`src/serial_port_consts.vh`:
```
`ifndef SERIAL_PORT_CONSTS_VH
`define SERIAL_PORT_CONSTS_VH

// register word offsets (byte addresses)
`define SP_OFS_CONTROL      8'h00
`define SP_OFS_PEND_CLEAR   8'h04
`define SP_OFS_BIT_RATE     8'h08
`define SP_OFS_DATA         8'h0c
`define SP_OFS_KEY_STATUS   8'h10

// control register fields
`define SP_CTL_MODULE_EN    0
`define SP_CTL_NINE_BIT     1
`define SP_CTL_RX_IRQ_EN    2
`define SP_CTL_TX_IRQ_EN    3
`define SP_CTL_TWO_STOP     4
`define SP_CTL_CLK_SRC      5
`define SP_CTL_SINGLE_WIRE  6
`define SP_CTL_RX_EN        7
`define SP_CTL_TX_DONE      8
`define SP_CTL_RX_DONE      9

// pending-clear fields
`define SP_CLR_TX_DONE      8
`define SP_CLR_RX_DONE      9
`define SP_CLR_KEY          16
`define SP_CLR_RESET_KEY    17

// reset values
`define SP_CONTROL_RESET    8'h00
`define SP_DIVISOR_RESET    16'h0000

`endif

```
`src/async_serial_port_zero.v`:
```
// Added by the designer: the register addresses and the plain strobed port.
`timescale 1ns/1ps
`default_nettype none

`include "serial_port_consts.vh"

// Summary of operation
// - rx done set on complete character
// - tx done set when character shifted out
// - receiver runs only when enabled
// - single wire mode shares one line
// - control bit 5 picks divisor clock
// - control bit 4 selects two stop bits
// - tx done raises irq when enabled
// - rx done raises irq when enabled
// - nine bit mode uses data bit 8
// - control bit 0 enables transmitter, receiver and data loads; key match flags run regardless
// - write one clears rx done flag
// - tx done cleared by clear or write
// - write one clears key match flags
// - rx rate is source over divisor+1
// - tx rate is source over divisor+1
// - data write loads transmit buffer
// - data read returns receive buffer
module async_serial_port_zero #(
    parameter DIV_W = 16
) (
    // clock and reset
    input  wire        clk,
    input  wire        srst,
    // register port
    input  wire [7:0]  addr,
    input  wire [31:0] wdata,
    input  wire        wr,
    input  wire        rd,
    output reg  [31:0] rdata,
    // alternate increment clock, a pin
    input  wire        inc_clk_in,
    // key match events from outside logic
    input  wire        key_match_evt,
    input  wire        reset_key_match_evt,
    // serial lines
    output reg         tx_out,
    output reg         tx_oe,
    input  wire        rx_in,
    // interrupt request
    output reg         irq
);

    // transmitter states
    localparam TX_IDLE  = 2'd0;
    localparam TX_START = 2'd1;
    localparam TX_DATA  = 2'd2;
    localparam TX_STOP  = 2'd3;
    // receiver states
    localparam RX_IDLE  = 2'd0;
    localparam RX_START = 2'd1;
    localparam RX_DATA  = 2'd2;
    localparam RX_STOP  = 2'd3;

    // control and data registers
    reg [7:0]       control_r;
    reg             tx_done_flag_r;
    reg             rx_done_flag_r;
    reg             key_flag_r;
    reg             reset_key_flag_r;
    reg [DIV_W-1:0] rx_divisor_r;
    reg [DIV_W-1:0] tx_divisor_r;
    reg [8:0]       transmit_buffer_r;
    reg             tx_pend_r;
    reg [8:0]       rx_buffer_r;

    // pin synchronisers
    reg [1:0]       rx_sync_r;
    reg [1:0]       inc_sync_r;
    reg             inc_prev_r;

    // transmitter
    reg [1:0]       tx_state_r;
    reg [DIV_W-1:0] tx_cnt_r;
    reg [8:0]       tx_shift_r;
    reg [3:0]       tx_bits_r;

    // receiver
    reg [1:0]       rx_state_r;
    reg [DIV_W-1:0] rx_cnt_r;
    reg [8:0]       rx_shift_r;
    reg [3:0]       rx_bits_r;

    // control fields and register decodes
    wire module_en   = control_r[`SP_CTL_MODULE_EN];
    wire nine_bit    = control_r[`SP_CTL_NINE_BIT];
    wire two_stop    = control_r[`SP_CTL_TWO_STOP];
    wire single_wire = control_r[`SP_CTL_SINGLE_WIRE];
    wire rx_enable   = control_r[`SP_CTL_RX_EN];
    wire wr_ctl      = wr && (addr == `SP_OFS_CONTROL);
    wire wr_clr      = wr && (addr == `SP_OFS_PEND_CLEAR);
    wire wr_rate     = wr && (addr == `SP_OFS_BIT_RATE);
    wire wr_data     = wr && (addr == `SP_OFS_DATA);
    // data bits per frame
    wire [3:0] nbits = nine_bit ? 4'h9 : 4'h8;

    // divisor count reached: one bit time elapsed
    function div_end;
        input [DIV_W-1:0] cnt;
        input [DIV_W-1:0] div;
        begin
            div_end = (cnt == div);
        end
    endfunction

    // next value of a bit-time counter
    function [DIV_W-1:0] cnt_inc;
        input [DIV_W-1:0] cnt;
        begin
            cnt_inc = cnt + {{(DIV_W-1){1'b0}}, 1'b1};
        end
    endfunction

    // pins come from outside the clock domain, two stages each
    always @(posedge clk) begin
        if (srst) begin
            rx_sync_r  <= 2'h3;
            inc_sync_r <= 2'h0;
            inc_prev_r <= 1'b0;
        end else begin
            rx_sync_r  <= {rx_sync_r[0], rx_in};
            inc_sync_r <= {inc_sync_r[0], inc_clk_in};
            inc_prev_r <= inc_sync_r[1];
        end
    end

    // divisor tick: every system cycle or each rising edge of the increment clock
    wire inc_rise  = inc_sync_r[1] & ~inc_prev_r;
    wire src_tick  = control_r[`SP_CTL_CLK_SRC] ? inc_rise : 1'b1;
    // in single wire mode the receiver listens to the shared line, which the
    // transmitter drives while busy; no frame starts while it drives, so its own frames are not heard
    wire line_in   = single_wire ? (tx_oe ? tx_out : rx_sync_r[1]) : rx_sync_r[1];

    // the last stop bit has run its full bit time
    wire tx_fin = (tx_state_r == TX_STOP) && src_tick && div_end(tx_cnt_r, tx_divisor_r)
                  && (tx_bits_r == 4'h0);
    // stop bit seen high at mid bit; a low one drops the frame
    wire rx_fin = (rx_state_r == RX_STOP) && src_tick && div_end(rx_cnt_r, rx_divisor_r)
                  && line_in;
    // write-one clears, and the data load that also clears tx done
    wire tx_clr_req   = wr_clr && wdata[`SP_CLR_TX_DONE];
    wire rx_clr_req   = wr_clr && wdata[`SP_CLR_RX_DONE];
    wire key_clr_req  = wr_clr && wdata[`SP_CLR_KEY];
    wire rkey_clr_req = wr_clr && wdata[`SP_CLR_RESET_KEY];
    wire data_load    = wr_data && module_en;

    // control byte and divisors; the divisors cannot be read back
    always @(posedge clk) begin
        if (srst) begin
            control_r    <= `SP_CONTROL_RESET;
            rx_divisor_r <= `SP_DIVISOR_RESET;
            tx_divisor_r <= `SP_DIVISOR_RESET;
        end else begin
            if (wr_ctl)
                control_r <= wdata[7:0];
            if (wr_rate) begin
                rx_divisor_r <= wdata[31:16];
                tx_divisor_r <= wdata[15:0];
            end
        end
    end

    // one character waits; a write before the transmitter takes it
    // replaces it, since there is no deeper buffer
    always @(posedge clk) begin
        if (srst) begin
            transmit_buffer_r <= 9'h000;
            tx_pend_r         <= 1'b0;
        end else if (!module_en) begin
            tx_pend_r <= 1'b0;
        end else if (data_load) begin
            transmit_buffer_r <= wdata[8:0];
            tx_pend_r         <= 1'b1;
        end else if (tx_state_r == TX_IDLE) begin
            tx_pend_r <= 1'b0;
        end
    end

    // transmit done; the hardware set wins over a clear in one cycle
    always @(posedge clk) begin
        if (srst)
            tx_done_flag_r <= 1'b0;
        else if (tx_fin)
            tx_done_flag_r <= 1'b1;
        else if (tx_clr_req || data_load)
            tx_done_flag_r <= 1'b0;
    end

    // receive done; a frame ending at the clear is not lost
    always @(posedge clk) begin
        if (srst)
            rx_done_flag_r <= 1'b0;
        else if (rx_fin)
            rx_done_flag_r <= 1'b1;
        else if (rx_clr_req)
            rx_done_flag_r <= 1'b0;
    end

    // key match flags; event and clear together leave the flag set
    always @(posedge clk) begin
        if (srst) begin
            key_flag_r       <= 1'b0;
            reset_key_flag_r <= 1'b0;
        end else begin
            if (key_match_evt)
                key_flag_r <= 1'b1;
            else if (key_clr_req)
                key_flag_r <= 1'b0;
            if (reset_key_match_evt)
                reset_key_flag_r <= 1'b1;
            else if (rkey_clr_req)
                reset_key_flag_r <= 1'b0;
        end
    end

    // transmitter: start low, data lsb first, one or two high stop bits
    always @(posedge clk) begin
        if (srst || !module_en) begin
            tx_state_r <= TX_IDLE;
            tx_cnt_r   <= {DIV_W{1'b0}};
            tx_shift_r <= 9'h000;
            tx_bits_r  <= 4'h0;
            tx_out     <= 1'b1;
            tx_oe      <= 1'b0;
        end else begin
            case (tx_state_r)
                // idle: hold the line high and wait for a character
                TX_IDLE: begin
                    tx_out <= 1'b1;
                    tx_oe  <= ~single_wire;
                    tx_cnt_r <= {DIV_W{1'b0}};
                    if (tx_pend_r) begin
                        tx_shift_r <= transmit_buffer_r;
                        tx_state_r <= TX_START;
                        tx_out     <= 1'b0;
                        tx_oe      <= 1'b1;
                    end
                end
                // every bit lasts divisor+1 ticks of the chosen source
                TX_START, TX_DATA, TX_STOP: begin
                    if (src_tick) begin
                        if (div_end(tx_cnt_r, tx_divisor_r)) begin
                            tx_cnt_r <= {DIV_W{1'b0}};
                            // start bit done: first data bit out
                            if (tx_state_r == TX_START) begin
                                tx_out     <= tx_shift_r[0];
                                tx_shift_r <= {1'b0, tx_shift_r[8:1]};
                                tx_bits_r  <= nbits - 4'h1;
                                tx_state_r <= TX_DATA;
                            end else if (tx_state_r == TX_DATA) begin
                                // last data bit done: stop bits follow
                                if (tx_bits_r == 4'h0) begin
                                    tx_out     <= 1'b1;
                                    tx_bits_r  <= two_stop ? 4'h1 : 4'h0;
                                    tx_state_r <= TX_STOP;
                                end else begin
                                    tx_out     <= tx_shift_r[0];
                                    tx_shift_r <= {1'b0, tx_shift_r[8:1]};
                                    tx_bits_r  <= tx_bits_r - 4'h1;
                                end
                            end else if (tx_bits_r != 4'h0) begin
                                tx_bits_r <= tx_bits_r - 4'h1;
                            end else begin
                                tx_state_r <= TX_IDLE;
                                tx_oe      <= ~single_wire;
                            end
                        end else begin
                            tx_cnt_r <= cnt_inc(tx_cnt_r);
                        end
                    end
                end
                default: tx_state_r <= TX_IDLE;
            endcase
        end
    end

    // receiver: start found on a falling line, bits sampled at mid bit
    wire [DIV_W-1:0] rx_half = {1'b0, rx_divisor_r[DIV_W-1:1]};
    always @(posedge clk) begin
        if (srst || !module_en || !rx_enable) begin
            rx_state_r <= RX_IDLE;
            rx_cnt_r   <= {DIV_W{1'b0}};
            rx_shift_r <= 9'h000;
            rx_bits_r  <= 4'h0;
        end else begin
            case (rx_state_r)
                RX_IDLE: begin
                    rx_cnt_r <= {DIV_W{1'b0}};
                    if (!line_in && !(single_wire && tx_oe))
                        rx_state_r <= RX_START;
                end
                // confirm the start bit half a bit time later
                RX_START: begin
                    if (src_tick) begin
                        if (div_end(rx_cnt_r, rx_half)) begin
                            rx_cnt_r <= {DIV_W{1'b0}};
                            rx_bits_r <= nbits;
                            rx_state_r <= line_in ? RX_IDLE : RX_DATA; // glitch rejected
                        end else begin
                            rx_cnt_r <= cnt_inc(rx_cnt_r);
                        end
                    end
                end
                RX_DATA, RX_STOP: begin
                    if (src_tick) begin
                        if (div_end(rx_cnt_r, rx_divisor_r)) begin
                            rx_cnt_r <= {DIV_W{1'b0}};
                            if (rx_state_r == RX_DATA) begin
                                // lsb first: shift down from the top of the word
                                rx_shift_r <= nine_bit ? {line_in, rx_shift_r[8:1]}
                                                       : {1'b0, line_in, rx_shift_r[7:1]};
                                rx_bits_r  <= rx_bits_r - 4'h1;
                                if (rx_bits_r == 4'h1)
                                    rx_state_r <= RX_STOP;
                            end else begin
                                // one stop bit is checked; a second is left to idle
                                rx_state_r <= RX_IDLE;
                            end
                        end else begin
                            rx_cnt_r <= cnt_inc(rx_cnt_r);
                        end
                    end
                end
                default: rx_state_r <= RX_IDLE;
            endcase
        end
    end

    // receive buffer updated only on a good frame
    always @(posedge clk) begin
        if (srst)
            rx_buffer_r <= 9'h000;
        else if (rx_fin)
            rx_buffer_r <= rx_shift_r;
    end

    // read data one cycle after the read strobe; unmapped reads zero
    always @(posedge clk) begin
        if (srst) begin
            rdata <= 32'h0000_0000;
        end else if (rd) begin
            case (addr)
                // done flags sit just above the control byte
                `SP_OFS_CONTROL:    rdata <= {22'h0, rx_done_flag_r, tx_done_flag_r, control_r};
                `SP_OFS_DATA:       rdata <= {23'h0, rx_buffer_r};
                `SP_OFS_KEY_STATUS: rdata <= {30'h0, reset_key_flag_r, key_flag_r};
                default:            rdata <= 32'h0000_0000;
            endcase
        end else begin
            rdata <= 32'h0000_0000;
        end
    end

    // interrupt request from enabled done flags
    always @(posedge clk) begin
        if (srst)
            irq <= 1'b0;
        else
            irq <= (tx_done_flag_r & control_r[`SP_CTL_TX_IRQ_EN])
                 | (rx_done_flag_r & control_r[`SP_CTL_RX_IRQ_EN]);
    end

endmodule

`default_nettype wire

```
`config.mk`:
```
export PLATFORM = sky130hd
export DESIGN_NAME = async_serial_port_zero
export DESIGN_NICKNAME = d
export VERILOG_FILES = /design/src/async_serial_port_zero.v
export VERILOG_INCLUDE_DIRS = /design/src
export SDC_FILE = /design/constraint.sdc
export NUM_CORES = 1
export LEC_CHECK = 0
export ABC_AREA = 1
export BUFFER_PORTS_ARGS = -buffer_cell sky130_fd_sc_hd__buf_2
export CAP_MARGIN = 40
export CELL_PAD_IN_SITES_DETAIL_PLACEMENT = 0
export CELL_PAD_IN_SITES_GLOBAL_PLACEMENT = 1
export CORE_MARGIN = 4
export CORE_UTILIZATION = 35
export CTS_CLUSTER_SIZE = 8
export DETAILED_ROUTE_END_ITERATION = 8
export HOLD_SLACK_MARGIN = 0.1
export PLACE_DENSITY_LB_ADDON = 0.1
export SLEW_MARGIN = 15
export SYNTH_ARGS = -nofsm -noshare
export SYNTH_HDL_FRONTEND = slang
export SYNTH_SLANG_ARGS = --single-unit
```
`constraint.sdc`:
```
create_clock -name clk -period 5.9 [get_ports clk]
set_clock_uncertainty 0.05 [all_clocks]
set_input_delay 0.295 -clock clk [delete_from_list [all_inputs] [get_ports clk]]
set_output_delay 0.295 -clock clk [all_outputs]
set_load 0.01 [all_outputs]
```
; After elaboration in Yosys (flattened, before gate mapping)
; Index checks and enable logic that the tools add are counted.
[totals]
reg_bits = 165
[op_classes]
n_eq_ne = 31
addsub = 5
bitwise = 8
mux = 73
n_reduce_logical = 50
[op_table]
columns = op, n
row1 = 16-bit two-way mux, 6
row2 = 9-bit two-way mux, 7
row3 = 16-bit one-hot mux with 3 select lines, 1
row4 = 4-bit two-way mux, 9
row5 = "16-bit by 1-bit adder with 16-bit output, second input constant", 2
row6 = 16-bit == test, 2
row7 = 16-bit one-hot mux with 2 select lines, 1
row8 = 2-bit two-way mux, 15
row9 = 10-bit one-hot mux with 3 select lines, 1
row10 = 1-bit two-way mux, 27
row11 = "2-bit != test, second input constant", 12
row12 = 9-bit one-hot mux with 2 select lines, 1
row13 = 1-bit logical AND, 17
row14 = 16-bit by 15-bit == test with 1-bit output, 1
row15 = "8-bit by 4-bit == test with 1-bit output, second input constant", 2
row16 = 5-bit AND reduction, 3
row17 = 6-bit AND reduction, 2
row18 = 2-bit nonzero test, 6
row19 = "4-bit by 1-bit subtractor with 4-bit output, second input constant", 3
row20 = "3-bit != test, second input constant", 3
row21 = "2-bit == test, second input constant", 4
row22 = "8-bit by 3-bit == test with 1-bit output, second input constant", 1
row23 = "8-bit by 5-bit == test with 1-bit output, second input constant", 1
row24 = 8-bit logical NOT, 1
row25 = other kinds (21), 39

; Logic depth before layout (Yosys ltp)
[logic_depth]
depth_word = 7
depth_mapped = 15
ltp_nobuf = 14

; Least setup slack after synthesis
; No wires, ideal clock.
[synth_timing]
kind = register to register
startpoint = reg rx_state_r[0]
endpoint = reg rx_bits_r[1]
arrival_ns = 1.712
path_slack_ns = 4.022
setup_ns = 0.116
t_required_ns = 5.734
path_stages_with_launch = 10
cell_sequence = dfxtp_1 -> inv_1 -> ha_1 -> nor2_1 -> a21oi_1 -> buf_2 -> nor2_1 -> nand3_1 -> o21ai_0 -> nor2_1
[synth_between]
elab_chain_cells = 4
word_cells_on_any_way = 12
cone_classes = eq/ne (8) / mux (1) / reduce/logical (3)
[synth_rtl]
columns = element, line_no
row1 = start: declaration, async_serial_port_zero.v:85  ; reg [1:0] rx_state_r;
row2 = start signal: assignment, async_serial_port_zero.v:304  ; rx_state_r <= line_in ? RX_IDLE : RX_DATA;
row3 = 2-bit == test (on tied branches), "async_serial_port_zero.v:292, async_serial_port_zero.v:314"
row4 = 2-bit OR reduction, async_serial_port_zero.v:292  ; case (rx_state_r)
row5 = 2-bit != test (no source line) / 2-bit nonzero test (equally long branches), --
row6 = 6-bit AND reduction (no source line), --
row7 = end signal: assignment, async_serial_port_zero.v:303  ; rx_bits_r <= nbits;
row8 = end signal: assignment, async_serial_port_zero.v:318  ; rx_bits_r <= rx_bits_r - 4'h1;
row9 = end: declaration, async_serial_port_zero.v:88  ; reg [3:0] rx_bits_r;
; Several ways; a longest one is shown, not always the timed one.
; A chain may end at the register's enable or synchronous reset.

; Worst setup path in the final report
[layout_timing]
startpoint = reg tx_state_r[0]
endpoint = reg tx_cnt_r[13]
[layout_between]
elab_chain_cells = 3
word_cells_on_any_way = 7
cone_classes = eq/ne (4) / mux (1) / reduce/logical (2)
[layout_rtl]
columns = element, line_no
row1 = start: declaration, async_serial_port_zero.v:79  ; reg [1:0] tx_state_r;
row2 = start signal: assignment, async_serial_port_zero.v:225  ; tx_state_r <= TX_IDLE;
row3 = start signal: assignment, async_serial_port_zero.v:240  ; tx_state_r <= TX_START;
row4 = start signal: assignment, async_serial_port_zero.v:255  ; tx_state_r <= TX_DATA;
row5 = 2-bit == test / 2-bit by 1-bit == test with 1-bit output (equally long branches), async_serial_port_zero.v:232  ; case (tx_state_r)
row6 = 3-bit OR reduction, async_serial_port_zero.v:232
row7 = 16-bit one-hot mux with 2 select lines / 2-bit != test (equally long branches), --
row8 = end signal: assignment, async_serial_port_zero.v:226  ; tx_cnt_r <= {DIV_W{1'b0}};
row9 = end signal: assignment, async_serial_port_zero.v:237  ; tx_cnt_r <= {DIV_W{1'b0}};
row10 = end signal: assignment, async_serial_port_zero.v:249  ; tx_cnt_r <= {DIV_W{1'b0}};
row11 = end: declaration, async_serial_port_zero.v:80  ; reg [DIV_W-1:0] tx_cnt_r;
; Several ways; a longest one is shown, not always the timed one.

==> summary.txt <==
Outcome
  – Outcome: complete, no violations

Die
  – Die width: 153 µm
  – Ports: 83
  – Die height: 153 µm
  – Die area: 0.0235 mm²
  – FP Rows: 52
  – Core Area: 0.0205 mm²
  – Initial Util: 0.360

Timing
  – Final setup margin: 3360 ps
  – Final period util: 0.431
  – RSZ-0062 raised after global routing: false
  – Endpoints failing setup: 0
  – Slew Limit Headroom: 0.567
  – Hold_ws: 118 ps
  – Max frequency: a little under 400 MHz
  – Minimum clock period: approximately 2500 ps
  – Fin. max-slew vios: 0
  – Setup_tns: 0 ps
  – Final Hold Violating Endpoints: 0
  – Slew at the pin closest to its max-slew limit: 648 ps

Route
  – DRC: 0
  – DR vias: between 6000 and 7000
  – Vias per cell: around 4.5
  – Drt initial violations: 285
  – Final WL: slightly below 20000 µm
  – First-pass iteration count of the detailed router: 5
  – Number of nets with antenna violations after routing: 0
  – Wire per inst: 13.1 µm

Critical path
  – Reg2Reg Setup Slack: 3360 ps
  – FF-to-FF Start: tx_state_r[0]
  – Worst EP required: 6150 ps
  – CP Class: register to register
  – Critical Path Fanout Max: 20
  – Data arrival time of the critical path: 2790 ps
  – FF-to-FF End: tx_cnt_r[13]
  – Critical Path Sink Type: register
  – Worst setup SP type: register
  – Reg2reg path depth: 11

Cells and area
  – Post-route cell area: 0.00862 mm²
  – Final Core Density: 0.420
  – Fill count: between 2000 and 2500
  – Inserted Diodes: 0
  – Sequential cell area: around 0.0029 mm²
  – Commonest non-fill, non-tap cells in the layout: 256 x nand2_1, 173 x inv_1, 155 x nor2_1
  – Area of the multi-input gates: 0.00358 mm²
  – Nets: around 1300
  – Fraction of layout cells with a size suffix above 1: 0.104
  – Most common library cell in the layout ignoring fill and taps: nand2_1
  – Synth-to-layout area growth: 16.7%

Clocking
  – CTS tree: done
  – Clock sink count: ~140
  – CTS buffer count: 17
  – Root Buffer: clkbuf_16
  – Clk slew on worst S/H paths: approximately 60 ps
  – Post-CTS Setup Bufs: 0
  – CTS H-tree lvls: 4
  – Clock Tree Buf Depth: 2
  – Clk_lat worst skew: 420 ps

Logic synthesis
  – Syn_area_per_cell: 6.65 µm²
  – Netlist cell types: 39
  – Mapped Area: ~0.0074 mm²
  – Post-synthesis sequential area ratio: 0.388
  – Synth Instances: roughly 1100
  – Count of state elements after synthesis: 143
  – Synth warn: 0

Worst hold path
  – Worst Hold Depth: 3
  – Hold Path Class: primary input to register
  – Min-delay src: wdata[16]
  – Hold Crit Endpoint: rx_divisor_r[0]

Pwr
  – Clk pwr share: 0.506
  – VDD IR max: 0.000155 V
  – Flop pwr share: 0.462
  – Sw Pwr: 0.463 mW
  – Cell internal pwr: 1.64 mW
  – Comb pwr share: 0.032
  – Power Density: 244 mW/mm²
  – Leak pwr: 3.89 nW
  – Sw Ratio: 0.220

Global route
  – Grt total ovfl: 0
  – Vias in the first global route: about 6500
  – Initial antenna violation count: 0
  – First-pass GRT wire length: 32500 µm
  – GRT Resource Usage Total: 0.169
  – Largest net degree at the start of global routing: between 60 and 70

Place
  – HPWL after DPL: 14400 µm
  – PortBufs: 60
  – GP Congestion: 0.789
  – Place WS: 3350 ps
  – Area after DPL: 0.00782 mm²

Run
  – # Max-Cap Violations: 0
-- stage by stage --
step           std cells  power, mW
6_report            1469       2.10
5_1_grt             1469       2.18
4_1_cts             1469       2.13
3_5_place_dp        1416       1.05
3_3_place_gp        1412       1.05
2_1_floorplan       1131       1.03
-- synthesized netlist by cell type --
master | instances | share of area
xor2_1 | 23 | 0.027
clkbuf_1 | 12 | 0.0061
inv_1 | 173 | 0.088
nor2_4 | 2 | 0.0031
a21oi_1 | 81 | 0.055
nand4_1 | 15 | 0.013
nand3_1 | 35 | 0.024
dfxtp_1 | 143 | 0.39
nand2_1 | 256 | 0.13
a31o_2 | 2 | 0.0024
nor2_1 | 155 | 0.079
a2bb2oi_1 | 1 | 0.0012
nor3_2 | 1 | 0.0014
nand3_4 | 1 | 0.0024
o211ai_1 | 1 | 0.0010
nor4_4 | 1 | 0.0029
nand2_4 | 1 | 0.0015
xnor2_1 | 1 | 0.0012
conb_1 | 1 | 0.00051
o21ai_1 | 1 | 0.00068
nand2_2 | 7 | 0.0059
nor2_2 | 2 | 0.0017
buf_2 | 7 | 0.0047
o21ai_0 | 94 | 0.064
or2_2 | 5 | 0.0042
clkbuf_2 | 2 | 0.0014
a31oi_1 | 2 | 0.0017
o21a_1 | 1 | 0.0010
o22ai_1 | 4 | 0.0034
o221ai_1 | 2 | 0.0024
nor4_1 | 2 | 0.0017
or2_1 | 1 | 0.00085
ha_1 | 17 | 0.029
inv_2 | 7 | 0.0036
nand3_2 | 1 | 0.0014
buf_4 | 25 | 0.025
nor3_1 | 17 | 0.012
clkinv_1 | 3 | 0.0015
buf_6 | 5 | 0.0076
-- area by class of cell --
class | instances | share of cell area
tap | 270 | 0.0392
sequential | 143 | 0.332
clock buffer | 21 | 0.0534
multi-input combinational | 754 | 0.415
timing repair buffer | 88 | 0.0669
inverter | 183 | 0.0797
clock inverter | 10 | 0.0131
-- layer usage --
metal  track usage  wire (µm)  up-vias
li1              -          -     3558
met1         0.223       9520     2964
met2         0.283       9140       64
met3        0.0351        497       12
met4        0.0420        150        0
met5             0          0        -
-- power groups by stage --
| stage | Clock [mW] | Sequential [mW] | Combinational, mW |
|---|---|---|---|
| 2_1_floorplan | 0 | 0.991 | 0.0412 |
| 3_3_place_gp | 0 | 0.991 | 0.0573 |
| 3_5_place_dp | 0 | 0.991 | 0.0572 |
| 4_1_cts | 1.09 | 0.970 | 0.0685 |
| 5_1_grt | 1.14 | 0.970 | 0.0764 |
| 6_report | 1.06 | 0.970 | 0.0677 |
-- worst max-delay path by stage --
stage | from | end | cells past startpoint
finish | tx_state_r[0] | tx_cnt_r[13] | 11
CTS | tx_state_r[0] | tx_cnt_r[13] | 11
floorplan | rx_state_r[0] | rx_bits_r[1] | 9
global placement | srst | rx_cnt_r[5] | 6
detailed placement | tx_state_r[0] | tx_cnt_r[13] | 11
global route | tx_state_r[0] | tx_cnt_r[13] | 11
-- cell families (layout without fill, tap and decap cells) --
family          count (synthesis)  count (layout)  share of synthesized area
compound gates                189             189                      0.132
xor+xnor                       24              24                     0.0285
fa+ha+maj                      17              17                     0.0288
buf+inv                       234             302                      0.138
flops                         143             143                      0.388
other cells                     1              22                   0.000508
simple gates                  502             502                      0.284
-- sequential cells by signal (all words and copies together), names as in the netlist, 2 cells and up, named ones only --
register,flops
control_r,8
transmit_buffer_r,9
rx_bits_r,4
tx_divisor_r,16
rx_divisor_r,16
rx_shift_r,9
tx_cnt_r,16
rx_sync_r,2
tx_state_r,2
rdata,10
tx_shift_r,9
inc_sync_r,2
rx_buffer_r,9
rx_cnt_r,16
tx_bits_r,4
-- critical path, cell delays in order (launching register included) --
cell and delay, ps:
dfxtp_1 360, inv_1 140, ha_1 380, inv_1 360, nand2_2 310, nand2_1 100, inv_1 80, nand3_1 90
nor2_1 230, inv_1 100, nor3_1 150, nor3_1 60
-- repair_timing --
| action | in CTS | in global routing |
|---|---|---|
| hold buffers | 22 | 0 |
| resized for setup | 0 | 0 |
| hold endpoints to repair | 22 | 0 |
Power figures use the tool's default switching activity.
